`src/core/charger_ilim_regs.vh`:
```
`ifndef CHARGER_ILIM_REGS_VH
`define CHARGER_ILIM_REGS_VH

// Register map.
`define ILIM_CTRL_ADDR      8'h94
`define ILIM_CTRL_RESET     8'h68
`define ILIM_CODE_MSB       7
`define ILIM_CODE_LSB       3
`define ILIM_CODE_MAX       5'h14

// Default charge current cap and die temperature steps.
`define CHG_DEFAULT_MA      11'h064
`define TEMP_STEP0_C        8'h50
`define TEMP_STEP1_C        8'h5f
`define TEMP_STEP2_C        8'h6e
`define TEMP_STEP3_C        8'h7d
`define TEMP_STEP3_REL_C    8'h78
`define TEMP_HYST_C         8'h05
`define BATT_HYST_C         8'h03

// Thermal states, one-hot.
`define TS_FULL             5'h01
`define TS_HALF             5'h02
`define TS_QUARTER          5'h04
`define TS_EIGHTH           5'h08
`define TS_FLOOR            5'h10

`endif

```
`src/core/batt_temp_comparator.v`:
```
`timescale 1ns/100ps
`default_nettype none
`include "charger_ilim_regs.vh"

// ----------------------------------------------------------------------
// Threshold comparator with hysteresis, held clear while disabled.
// ----------------------------------------------------------------------
module batt_temp_comparator (
    input  wire        clk_i,
    input  wire        reset_i,
    input  wire        enable_i,
    input  wire        above_mode_i,
    input  wire [7:0]  temp_i,
    input  wire [7:0]  threshold_i,
    output reg         trip_o
);
    wire [7:0] release_above = threshold_i - `BATT_HYST_C;
    wire [7:0] release_below = threshold_i + `BATT_HYST_C;

    always @(posedge clk_i or posedge reset_i) begin
        if (reset_i) begin
            trip_o <= 1'b0;
        end else if (!enable_i) begin
            trip_o <= 1'b0;
        end else if (above_mode_i) begin
            if (temp_i >= threshold_i)
                trip_o <= 1'b1;
            else if (temp_i < release_above)
                trip_o <= 1'b0;
        end else begin
            if (temp_i <= threshold_i)
                trip_o <= 1'b1;
            else if (temp_i > release_below)
                trip_o <= 1'b0;
        end
    end
endmodule // batt_temp_comparator
`default_nettype wire

```
`src/core/charger_input_limit_thermal_regulation.v`:
```
// Behaviour
// - On charger arrival, enable regulator in selected mode, cap charge at 100 mA.
// - Compare input current to limit; reduce charger current while exceeded.
// - Current sensing runs only while input valid; sense amplifier off otherwise.
// - Counted input current includes charger bias, battery charge and system load.
// - Input voltage below desired level raises the charger event interrupt.
// - Limit register at 0x94, code in bits 7..3 read/write, low bits reserved.
// - Codes 0 to 8 select 10 to 50 mA in 5 mA steps.
// - Codes 9 to 20 select 100 to 1500 mA; higher codes reserved.
// - Battery thermistor monitoring off when no valid charger present.
// - Battery comparators have 3 degree hysteresis; hot and cold thresholds selectable.
// - Die temperature above setpoint-selected threshold reduces target charge current; here the 100 mA cap and step floor leave charge_target_ma_o unchanged.
// - Setpoint 00 steps: 50% at 80, 25% at 95, 12.5% at 110, 100 mA at 125.
// - Setpoint 01, 10, 11 drop lower steps; 125 degree floor always applies.
// - Current steps are restored after temperature falls below a margin, or when a setpoint change drops the active step.
// - Each thermal state change pulses the thermal interrupt.
// - Thermal regulation never alters the charger good flag.
// - Falling more than 5 degrees below a step threshold restores the previous step.
// - Floor holds 100 mA until below 120, then 12.5%; never below 100 mA.
`timescale 1ns/100ps
`default_nettype none
`include "charger_ilim_regs.vh"

module charger_input_limit_thermal_regulation (
    input  wire        clk_i,
    input  wire        reset_i,
    // Register port.
    input  wire [7:0]  reg_addr_i,
    input  wire [7:0]  reg_wdata_i,
    input  wire        reg_write_i,
    input  wire        reg_read_i,
    output reg  [7:0]  reg_rdata_o,
    // Charger input and supervision.
    input  wire        input_valid_internal_i,
    input  wire        charger_operation_select_i,
    input  wire [10:0] charge_current_ma_i,
    input  wire [10:0] system_load_ma_i,
    input  wire [10:0] charger_bias_ma_i,
    input  wire        input_voltage_low_i,
    input  wire [2:0]  charger_state_sense_i,
    input  wire [10:0] cc_current_ma_i,
    // Temperatures in degrees C.
    input  wire [7:0]  die_temp_i,
    input  wire [1:0]  die_temp_setpoint_select_i,
    input  wire [7:0]  battery_temp_i,
    input  wire [7:0]  battery_hot_threshold_i,
    input  wire [7:0]  battery_cold_threshold_i,
    // Outputs.
    output reg         linear_on_o,
    output reg         charge_on_o,
    output reg         sense_amp_enable_o,
    output reg         input_limit_active_o,
    output reg  [10:0] charge_target_ma_o,
    output reg         charger_event_irq_o,
    output reg         thermal_state_irq_o,
    output reg         thermal_loop_sense_o,
    output reg         charger_good_flag_o,
    output reg         battery_hot_o,
    output reg         battery_cold_o
);

    // ------------------------------------------------------------------
    // Thermal states.
    // ------------------------------------------------------------------
    localparam [4:0] ST_FULL    = `TS_FULL;
    localparam [4:0] ST_HALF    = `TS_HALF;
    localparam [4:0] ST_QUARTER = `TS_QUARTER;
    localparam [4:0] ST_EIGHTH  = `TS_EIGHTH;
    localparam [4:0] ST_FLOOR   = `TS_FLOOR;

    localparam [7:0] ILIM_RESET_BYTE = `ILIM_CTRL_RESET;

    reg  [4:0]  ilim_code_q;
    reg  [4:0]  therm_q;
    reg  [4:0]  therm_d;
    reg         vlow_q;
    reg         valid_q;
    reg  [10:0] reduce_ma_q;
    wire [10:0] limit_ma;
    wire        hot_trip;
    wire        cold_trip;

    // Lowest thermal step that a setpoint code enables: 1 half, 2 quarter, 3 eighth.
    function [1:0] step_depth;
        input [1:0] sel;
        begin
            case (sel)
                2'b00:   step_depth = 2'd3;
                2'b01:   step_depth = 2'd2;
                2'b10:   step_depth = 2'd1;
                default: step_depth = 2'd0;
            endcase
        end
    endfunction

    // Entry threshold of a reduction step for a setpoint code.
    function [7:0] step_threshold;
        input [1:0] sel;
        input [1:0] step;
        reg   [3:0] idx;
        begin
            idx = {2'b00, step} + {2'b00, sel} - 4'd1;
            case (idx)
                4'd0:    step_threshold = `TEMP_STEP0_C;
                4'd1:    step_threshold = `TEMP_STEP1_C;
                default: step_threshold = `TEMP_STEP2_C;
            endcase
        end
    endfunction

    // ------------------------------------------------------------------
    // Register port.
    // ------------------------------------------------------------------
    always @(posedge clk_i or posedge reset_i) begin
        if (reset_i) begin
            ilim_code_q <= ILIM_RESET_BYTE[`ILIM_CODE_MSB:`ILIM_CODE_LSB];
            reg_rdata_o <= 8'h00;
        end else begin
            if (reg_write_i && reg_addr_i == `ILIM_CTRL_ADDR &&
                reg_wdata_i[`ILIM_CODE_MSB:`ILIM_CODE_LSB] <= `ILIM_CODE_MAX) begin
                ilim_code_q <= reg_wdata_i[`ILIM_CODE_MSB:`ILIM_CODE_LSB];
            end
            if (reg_read_i) begin
                reg_rdata_o <= (reg_addr_i == `ILIM_CTRL_ADDR) ?
                               {ilim_code_q, 3'b000} : 8'h00;
            end
        end
    end

    ilim_code_decode u_decode (
        .code_i     (ilim_code_q),
        .limit_ma_o (limit_ma)
    );

    // ------------------------------------------------------------------
    // Input current limit loop.
    // ------------------------------------------------------------------
    wire [12:0] total_ma = {2'b00, charge_current_ma_i} + {2'b00, system_load_ma_i} +
                           {2'b00, charger_bias_ma_i};
    wire        over_limit = valid_q && (total_ma > {2'b00, limit_ma});

    always @(posedge clk_i or posedge reset_i) begin
        if (reset_i) begin
            valid_q              <= 1'b0;
            sense_amp_enable_o   <= 1'b0;
            input_limit_active_o <= 1'b0;
            reduce_ma_q          <= 11'h000;
            linear_on_o          <= 1'b0;
            charge_on_o          <= 1'b0;
            vlow_q               <= 1'b0;
            charger_event_irq_o  <= 1'b0;
            charger_good_flag_o  <= 1'b0;
        end else begin
            valid_q              <= input_valid_internal_i;
            sense_amp_enable_o   <= input_valid_internal_i;
            input_limit_active_o <= over_limit;
            if (over_limit) begin
                // A sum beyond the 11-bit range saturates the cut instead of wrapping.
                reduce_ma_q <= (total_ma[12:11] != 2'b00) ? 11'h7ff :
                               total_ma[10:0] - limit_ma;
            end else begin
                reduce_ma_q <= 11'h000;
            end
            linear_on_o <= input_valid_internal_i && !charger_operation_select_i;
            charge_on_o <= input_valid_internal_i && charger_operation_select_i;
            vlow_q              <= input_voltage_low_i && input_valid_internal_i;
            charger_event_irq_o <= input_voltage_low_i && input_valid_internal_i &&
                                   !vlow_q;
            charger_good_flag_o <= (charger_state_sense_i == 3'h3);
        end
    end

    // ------------------------------------------------------------------
    // Battery thermistor comparators.
    // ------------------------------------------------------------------
    batt_temp_comparator u_hot (
        .clk_i        (clk_i),
        .reset_i      (reset_i),
        .enable_i     (input_valid_internal_i),
        .above_mode_i (1'b1),
        .temp_i       (battery_temp_i),
        .threshold_i  (battery_hot_threshold_i),
        .trip_o       (hot_trip)
    );

    batt_temp_comparator u_cold (
        .clk_i        (clk_i),
        .reset_i      (reset_i),
        .enable_i     (input_valid_internal_i),
        .above_mode_i (1'b0),
        .temp_i       (battery_temp_i),
        .threshold_i  (battery_cold_threshold_i),
        .trip_o       (cold_trip)
    );

    // ------------------------------------------------------------------
    // Die temperature step ladder.
    // ------------------------------------------------------------------
    wire [1:0] depth = step_depth(die_temp_setpoint_select_i);
    wire [7:0] thr1  = step_threshold(die_temp_setpoint_select_i, 2'd1);
    wire [7:0] thr2  = step_threshold(die_temp_setpoint_select_i, 2'd2);
    wire [7:0] thr3  = step_threshold(die_temp_setpoint_select_i, 2'd3);

    always @* begin
        therm_d = therm_q;
        case (therm_q)
            ST_FULL: begin
                if (die_temp_i >= `TEMP_STEP3_C)
                    therm_d = ST_FLOOR;
                else if (depth >= 2'd1 && die_temp_i >= thr1)
                    therm_d = ST_HALF;
            end
            ST_HALF: begin
                if (die_temp_i >= `TEMP_STEP3_C)
                    therm_d = ST_FLOOR;
                else if (depth >= 2'd2 && die_temp_i >= thr2)
                    therm_d = ST_QUARTER;
                else if (die_temp_i < thr1 - `TEMP_HYST_C || depth < 2'd1)
                    therm_d = ST_FULL;
            end
            ST_QUARTER: begin
                if (die_temp_i >= `TEMP_STEP3_C)
                    therm_d = ST_FLOOR;
                else if (depth >= 2'd3 && die_temp_i >= thr3)
                    therm_d = ST_EIGHTH;
                else if (die_temp_i < thr2 - `TEMP_HYST_C || depth < 2'd2)
                    therm_d = ST_HALF;
            end
            ST_EIGHTH: begin
                if (die_temp_i >= `TEMP_STEP3_C)
                    therm_d = ST_FLOOR;
                else if (die_temp_i < thr3 - `TEMP_HYST_C || depth < 2'd3)
                    therm_d = ST_QUARTER;
            end
            ST_FLOOR: begin
                if (die_temp_i < `TEMP_STEP3_REL_C)
                    therm_d = ST_EIGHTH;
            end
            default: therm_d = ST_FULL;
        endcase
    end

    // Shallow setpoints fall through the eighth step on their way back.
    reg [10:0] scaled_ma;
    always @* begin
        case (therm_q)
            ST_HALF:    scaled_ma = cc_current_ma_i >> 1;
            ST_QUARTER: scaled_ma = cc_current_ma_i >> 2;
            ST_EIGHTH:  scaled_ma = cc_current_ma_i >> 3;
            ST_FLOOR:   scaled_ma = `CHG_DEFAULT_MA;
            default:    scaled_ma = cc_current_ma_i;
        endcase
    end

    wire [10:0] cap_ma    = (therm_q == ST_FULL) ? cc_current_ma_i :
                            ((scaled_ma < `CHG_DEFAULT_MA) ? `CHG_DEFAULT_MA : scaled_ma);
    wire [10:0] sel_ma    = (cap_ma > cc_current_ma_i) ? cc_current_ma_i : cap_ma;
    wire [10:0] base_ma   = valid_q ? `CHG_DEFAULT_MA : 11'h000;
    wire [10:0] lim_ma    = (sel_ma < base_ma) ? sel_ma : base_ma;
    wire [10:0] run_ma    = (reduce_ma_q > lim_ma) ? 11'h000 : lim_ma - reduce_ma_q;

    always @(posedge clk_i or posedge reset_i) begin
        if (reset_i) begin
            therm_q              <= ST_FULL;
            thermal_state_irq_o  <= 1'b0;
            thermal_loop_sense_o <= 1'b0;
            charge_target_ma_o   <= 11'h000;
            battery_hot_o        <= 1'b0;
            battery_cold_o       <= 1'b0;
        end else begin
            therm_q              <= therm_d;
            thermal_state_irq_o  <= (therm_d != therm_q);
            thermal_loop_sense_o <= (therm_d != ST_FULL);
            charge_target_ma_o   <= run_ma;
            battery_hot_o        <= hot_trip;
            battery_cold_o       <= cold_trip;
        end
    end

endmodule // charger_input_limit_thermal_regulation
`default_nettype wire

```
`src/core/ilim_code_decode.v`:
```
`timescale 1ns/100ps
`default_nettype none
`include "charger_ilim_regs.vh"

// ----------------------------------------------------------------------
// Limit code to milliamps lookup.
// ----------------------------------------------------------------------
module ilim_code_decode (
    input  wire [4:0]  code_i,
    output reg  [10:0] limit_ma_o
);
    always @* begin
        case (code_i)
            5'h00:   limit_ma_o = 11'd10;
            5'h01:   limit_ma_o = 11'd15;
            5'h02:   limit_ma_o = 11'd20;
            5'h03:   limit_ma_o = 11'd25;
            5'h04:   limit_ma_o = 11'd30;
            5'h05:   limit_ma_o = 11'd35;
            5'h06:   limit_ma_o = 11'd40;
            5'h07:   limit_ma_o = 11'd45;
            5'h08:   limit_ma_o = 11'd50;
            5'h09:   limit_ma_o = 11'd100;
            5'h0a:   limit_ma_o = 11'd150;
            5'h0b:   limit_ma_o = 11'd200;
            5'h0c:   limit_ma_o = 11'd300;
            5'h0d:   limit_ma_o = 11'd400;
            5'h0e:   limit_ma_o = 11'd500;
            5'h0f:   limit_ma_o = 11'd600;
            5'h10:   limit_ma_o = 11'd700;
            5'h11:   limit_ma_o = 11'd800;
            5'h12:   limit_ma_o = 11'd900;
            5'h13:   limit_ma_o = 11'd1000;
            5'h14:   limit_ma_o = 11'd1500;
            default: limit_ma_o = 11'd100;
        endcase
    end
endmodule // ilim_code_decode
`default_nettype wire

```
`config.mk`:
```
export PLATFORM = sky130hd
export DESIGN_NAME = charger_input_limit_thermal_regulation
export DESIGN_NICKNAME = d
export VERILOG_FILES = /design/src/core/batt_temp_comparator.v /design/src/core/charger_input_limit_thermal_regulation.v /design/src/core/ilim_code_decode.v
export VERILOG_INCLUDE_DIRS = /design/src /design/src/core
export SDC_FILE = /design/constraint.sdc
export NUM_CORES = 1
export LEC_CHECK = 0
export ABC_CLOCK_PERIOD_IN_PS = 6400
export BUFFER_PORTS_ARGS = -buffer_cell sky130_fd_sc_hd__buf_2
export CAP_MARGIN = 15
export CORE_MARGIN = 2
export CORE_UTILIZATION = 52
export DETAILED_ROUTE_END_ITERATION = 16
export PLACE_DENSITY = 0.85
export SYNTH_ARGS = -nofsm -noshare
export SYNTH_HDL_FRONTEND = slang
export SYNTH_SLANG_ARGS = --single-unit
```
`constraint.sdc`:
```
create_clock -name clk_i -period 6.4 [get_ports clk_i]
set_input_delay 0.32 -clock clk_i [delete_from_list [all_inputs] [get_ports clk_i]]
set_output_delay 0.32 -clock clk_i [all_outputs]
set_load 0.1 [all_outputs]
```
==> impl_results.md <==
* Leakage power total at 4.11 nW
* Total wire length at 16500 um
* Vias in the first global route at 6150
* Final core occ at 65.0%
* Met1 Usage GRT at 29.0%
* Final WS setup at 0.241 ns
* Skew final at 0.00819 ns
* Starting DRT DRC Count at 435
* TritonCTS clock tree: done
* Die X at 118 um
* Final ANT Viol Nets at 0
* PwrDens at 319 nW/um^2
* Syn-to-layout area delta at 22.2%
* Fmax at 162 MHz
* DRC at 0
* Layout cell share with drive strength beyond 1 at 25.1%
* IO Pins at 133
* Post-synth top area share at 20.5%
* GRT overflow at 0
* Bufs on Longest Clock Path at 2
* Wirelength per Cell at 14.3 um
* PortBufs at 126
* Status: complete, no violations
* Worst-path clk slew at 0.07 ns
* Core area at 12600 sq um
* Critical R2R Capture: charge_target_ma_o[3]
* # rows at 41
* Count leader, synth: ha_1
* Slew Viols, Final at 0
* H-tree levels at 2
* Post-DP HPWL at 12800 um
* Async SR Flop Fraction at 100%
* Cells after synthesis at 815
* Hold Path Class: in2reg
* Period Utilization, post-route at 96.2%
* Final Hold Viols at 0
* CP max stage delay at 0.50 ns
* Pin count of the biggest net entering global routing at 51
* WP data arrival at 6.34 ns
* Yosys warning total at 0
* Largest cells by area after synthesis: ha_1 (21%), dfrtp_1 (17%), a21oi_1 (4.2%)
* Max FO, Critical Path at 18
* Max-cap violation count at 0
* Crit Path Class: reg2reg
* Gp weighted congestion at 0.978
* Critical path origin: therm_q[4]
* Yosys cell types at 84
* Setup WS pre-CTS at -0.0885 ns
* DIE AREA at 13800 sq um
* Met3 usage at 2.33%
* Vias per inst at 5.65
* Clk root buf: clkbuf_16
* Crit path top cell by count: a21oi_2
* Buf/Inv on CP at 4
* Seq/Total Area, Yosys at 18.7%
* Number of clock sinks at 50
* CTS Buf Count at 5
* Hold Path Cell Cnt at 2
* Global-route wire length before repair at 27000 um
* Worst hold slack at 0.169 ns
* GRT Overall Usage at 22.6%
* Worst hold start: charger_state_sense_i[2]
* Synth Cell Area at 6710 sq um
* Worst-Margin Slew at 0.760 ns
* Layer carrying the most global-route usage: met2
* FF-to-FF setup slack at 0.24 ns
* Finish-stage setup viols at 0
* Crit. End Element: register
* Crit path max-delay family: compound AO/OA/AOI/OAI gates
* Commonest cells in the netlist: ha_1 (110), inv_1 (73), nand2_1 (61), nor2_1 (60), a21oi_1 (56)
* Initial antenna violation count at 0
* Total number of vias at 6528
* Clk_lat worst skew at 0.29 ns
* Drt first pass iters at 6
* Slowest CP cell: or4_1
* Starting Density at 53.2%
* Final net count at 1211
* Syn avg cell area at 8.23 sq um
* Primary flip-flop cell chosen by synthesis mapping: dfrtp_1
* Fillers at 1083
* Minimum clock period at 6.16 ns
* Grt met2 use at 40.8%
* Largest area contributor in the netlist: ha_1
* #FFs+latches synth at 50
* Number of synthesized flops with an enable pin at 0
* Relative slew slack at 49.1%
* Ant. Diodes at 0
* Maximum VDD drop at 135 uV
* Crit path launch type: register
* Die Ht at 118 um
* Data required time of the critical path at 6.58 ns
* Worst reg2reg startpoint: therm_q[4]
* R2R depth at 32
* Worst hold endpoint: charger_good_flag_o
## placed cells by master (no fill, tap or decap), types with 18 or more instances in the layout
cell type	instances
o21a_1	18
nor2b_1	18
buf_4	41
o21ai_0	46
xnor2_1	28
nand2_1	58
a21o_1	28
nor2_1	59
buf_2	126
ha_1	107
conb_1	19
inv_1	70
dfrtp_1	43
a21oi_1	50
## layout make-up
| type | instances | area (sq um) | area share (%) |
|---|---|---|---|
| Inverter | 73 | 274 | 3.34 |
| Clock inverter | 1 | 8.76 | 0.107 |
| Timing Repair Buffer | 172 | 996 | 12.2 |
| Tap cell | 172 | 215 | 2.63 |
| Sequential cell | 50 | 1260 | 15.4 |
| Multi-Input combinational cell | 681 | 5290 | 64.5 |
| Clock buffer | 7 | 153 | 1.86 |
## logic make-up (layout without fill, tap and decap cells)
logic type	count (synthesis)	count (layout)	synth area share, %
AND/OR/NAND/NOR	241	241	18.3
flip-flops	50	50	18.7
adder cells (fa/ha/maj)	124	124	24.7
multiplexers	9	9	1.44
XOR/XNOR	39	39	5.09
other	2	19	0.112
AO/OA/AOI/OAI	249	249	25.4
buffers and inverters	101	253	6.29
## routing by layer
layer / wire length (um) / vias to the layer above
li1: - / 3260
met1: 7110 / 3032
met2: 8320 / 217
met3: 877 / 19
met4: 186 / 0
met5: 0 / -
## registers in the layout, indices dropped and copies added (netlist names)
name,count
charge_target_ma_o,11
battery_hot_o,1
u_cold.trip_o,1
valid_q,1
thermal_state_irq_o,1
u_hot.trip_o,1
therm_q,5
reduce_ma_q,11
battery_cold_o,1
linear_on_o,1
charge_on_o,1
charger_event_irq_o,1
input_limit_active_o,1
thermal_loop_sense_o,1
vlow_q,1
reg_rdata_o,5
charger_good_flag_o,1
ilim_code_q,5
## what timing repair did
action                                  4_1_cts  5_1_grt
cloned                                        0        1
endpoints found under the hold margin         0        7
hold buffers                                  0        1
resized for setup                             6       45
endpoints found under the setup margin       11       11
pin swaps                                     0       29
setup buffers                                 0       10
## per-stage QoR
step / total power [mW] / instance area [sq um] / instances / TNS [ns]
6_report: 2.62 / 8200 / 1156 / 0
5_1_grt: 2.81 / 8200 / 1156 / -0.259
4_1_cts: 2.44 / 7910 / 1143 / 0
3_5_place_dp: 2.14 / 7730 / 1135 / -0.901
3_3_place_gp: 2.10 / 7730 / 1135 / 0
2_1_floorplan: 1.73 / 6780 / 832 / 0
## worst max-delay path by stage
stage / slack [ns] / cells after the start / endpoint
after detailed placement: -0.09 / 30 / charge_target_ma_o[2]
after global placement: 0.07 / 30 / charge_target_ma_o[2]
after floorplan: 0.005 / 32 / charge_target_ma_o[3]
after global routing: -0.04 / 32 / charge_target_ma_o[10]
final: 0.24 / 32 / charge_target_ma_o[3]
after CTS: 0.02 / 28 / charge_target_ma_o[10]
## power by group
group | internal (mW) | switching, mW
sequential | 0.394 | 0.0422
combinational | 0.759 | 1.14
clock | 0.167 | 0.113
No activity file was read; power rests on OpenSTA's default activity.
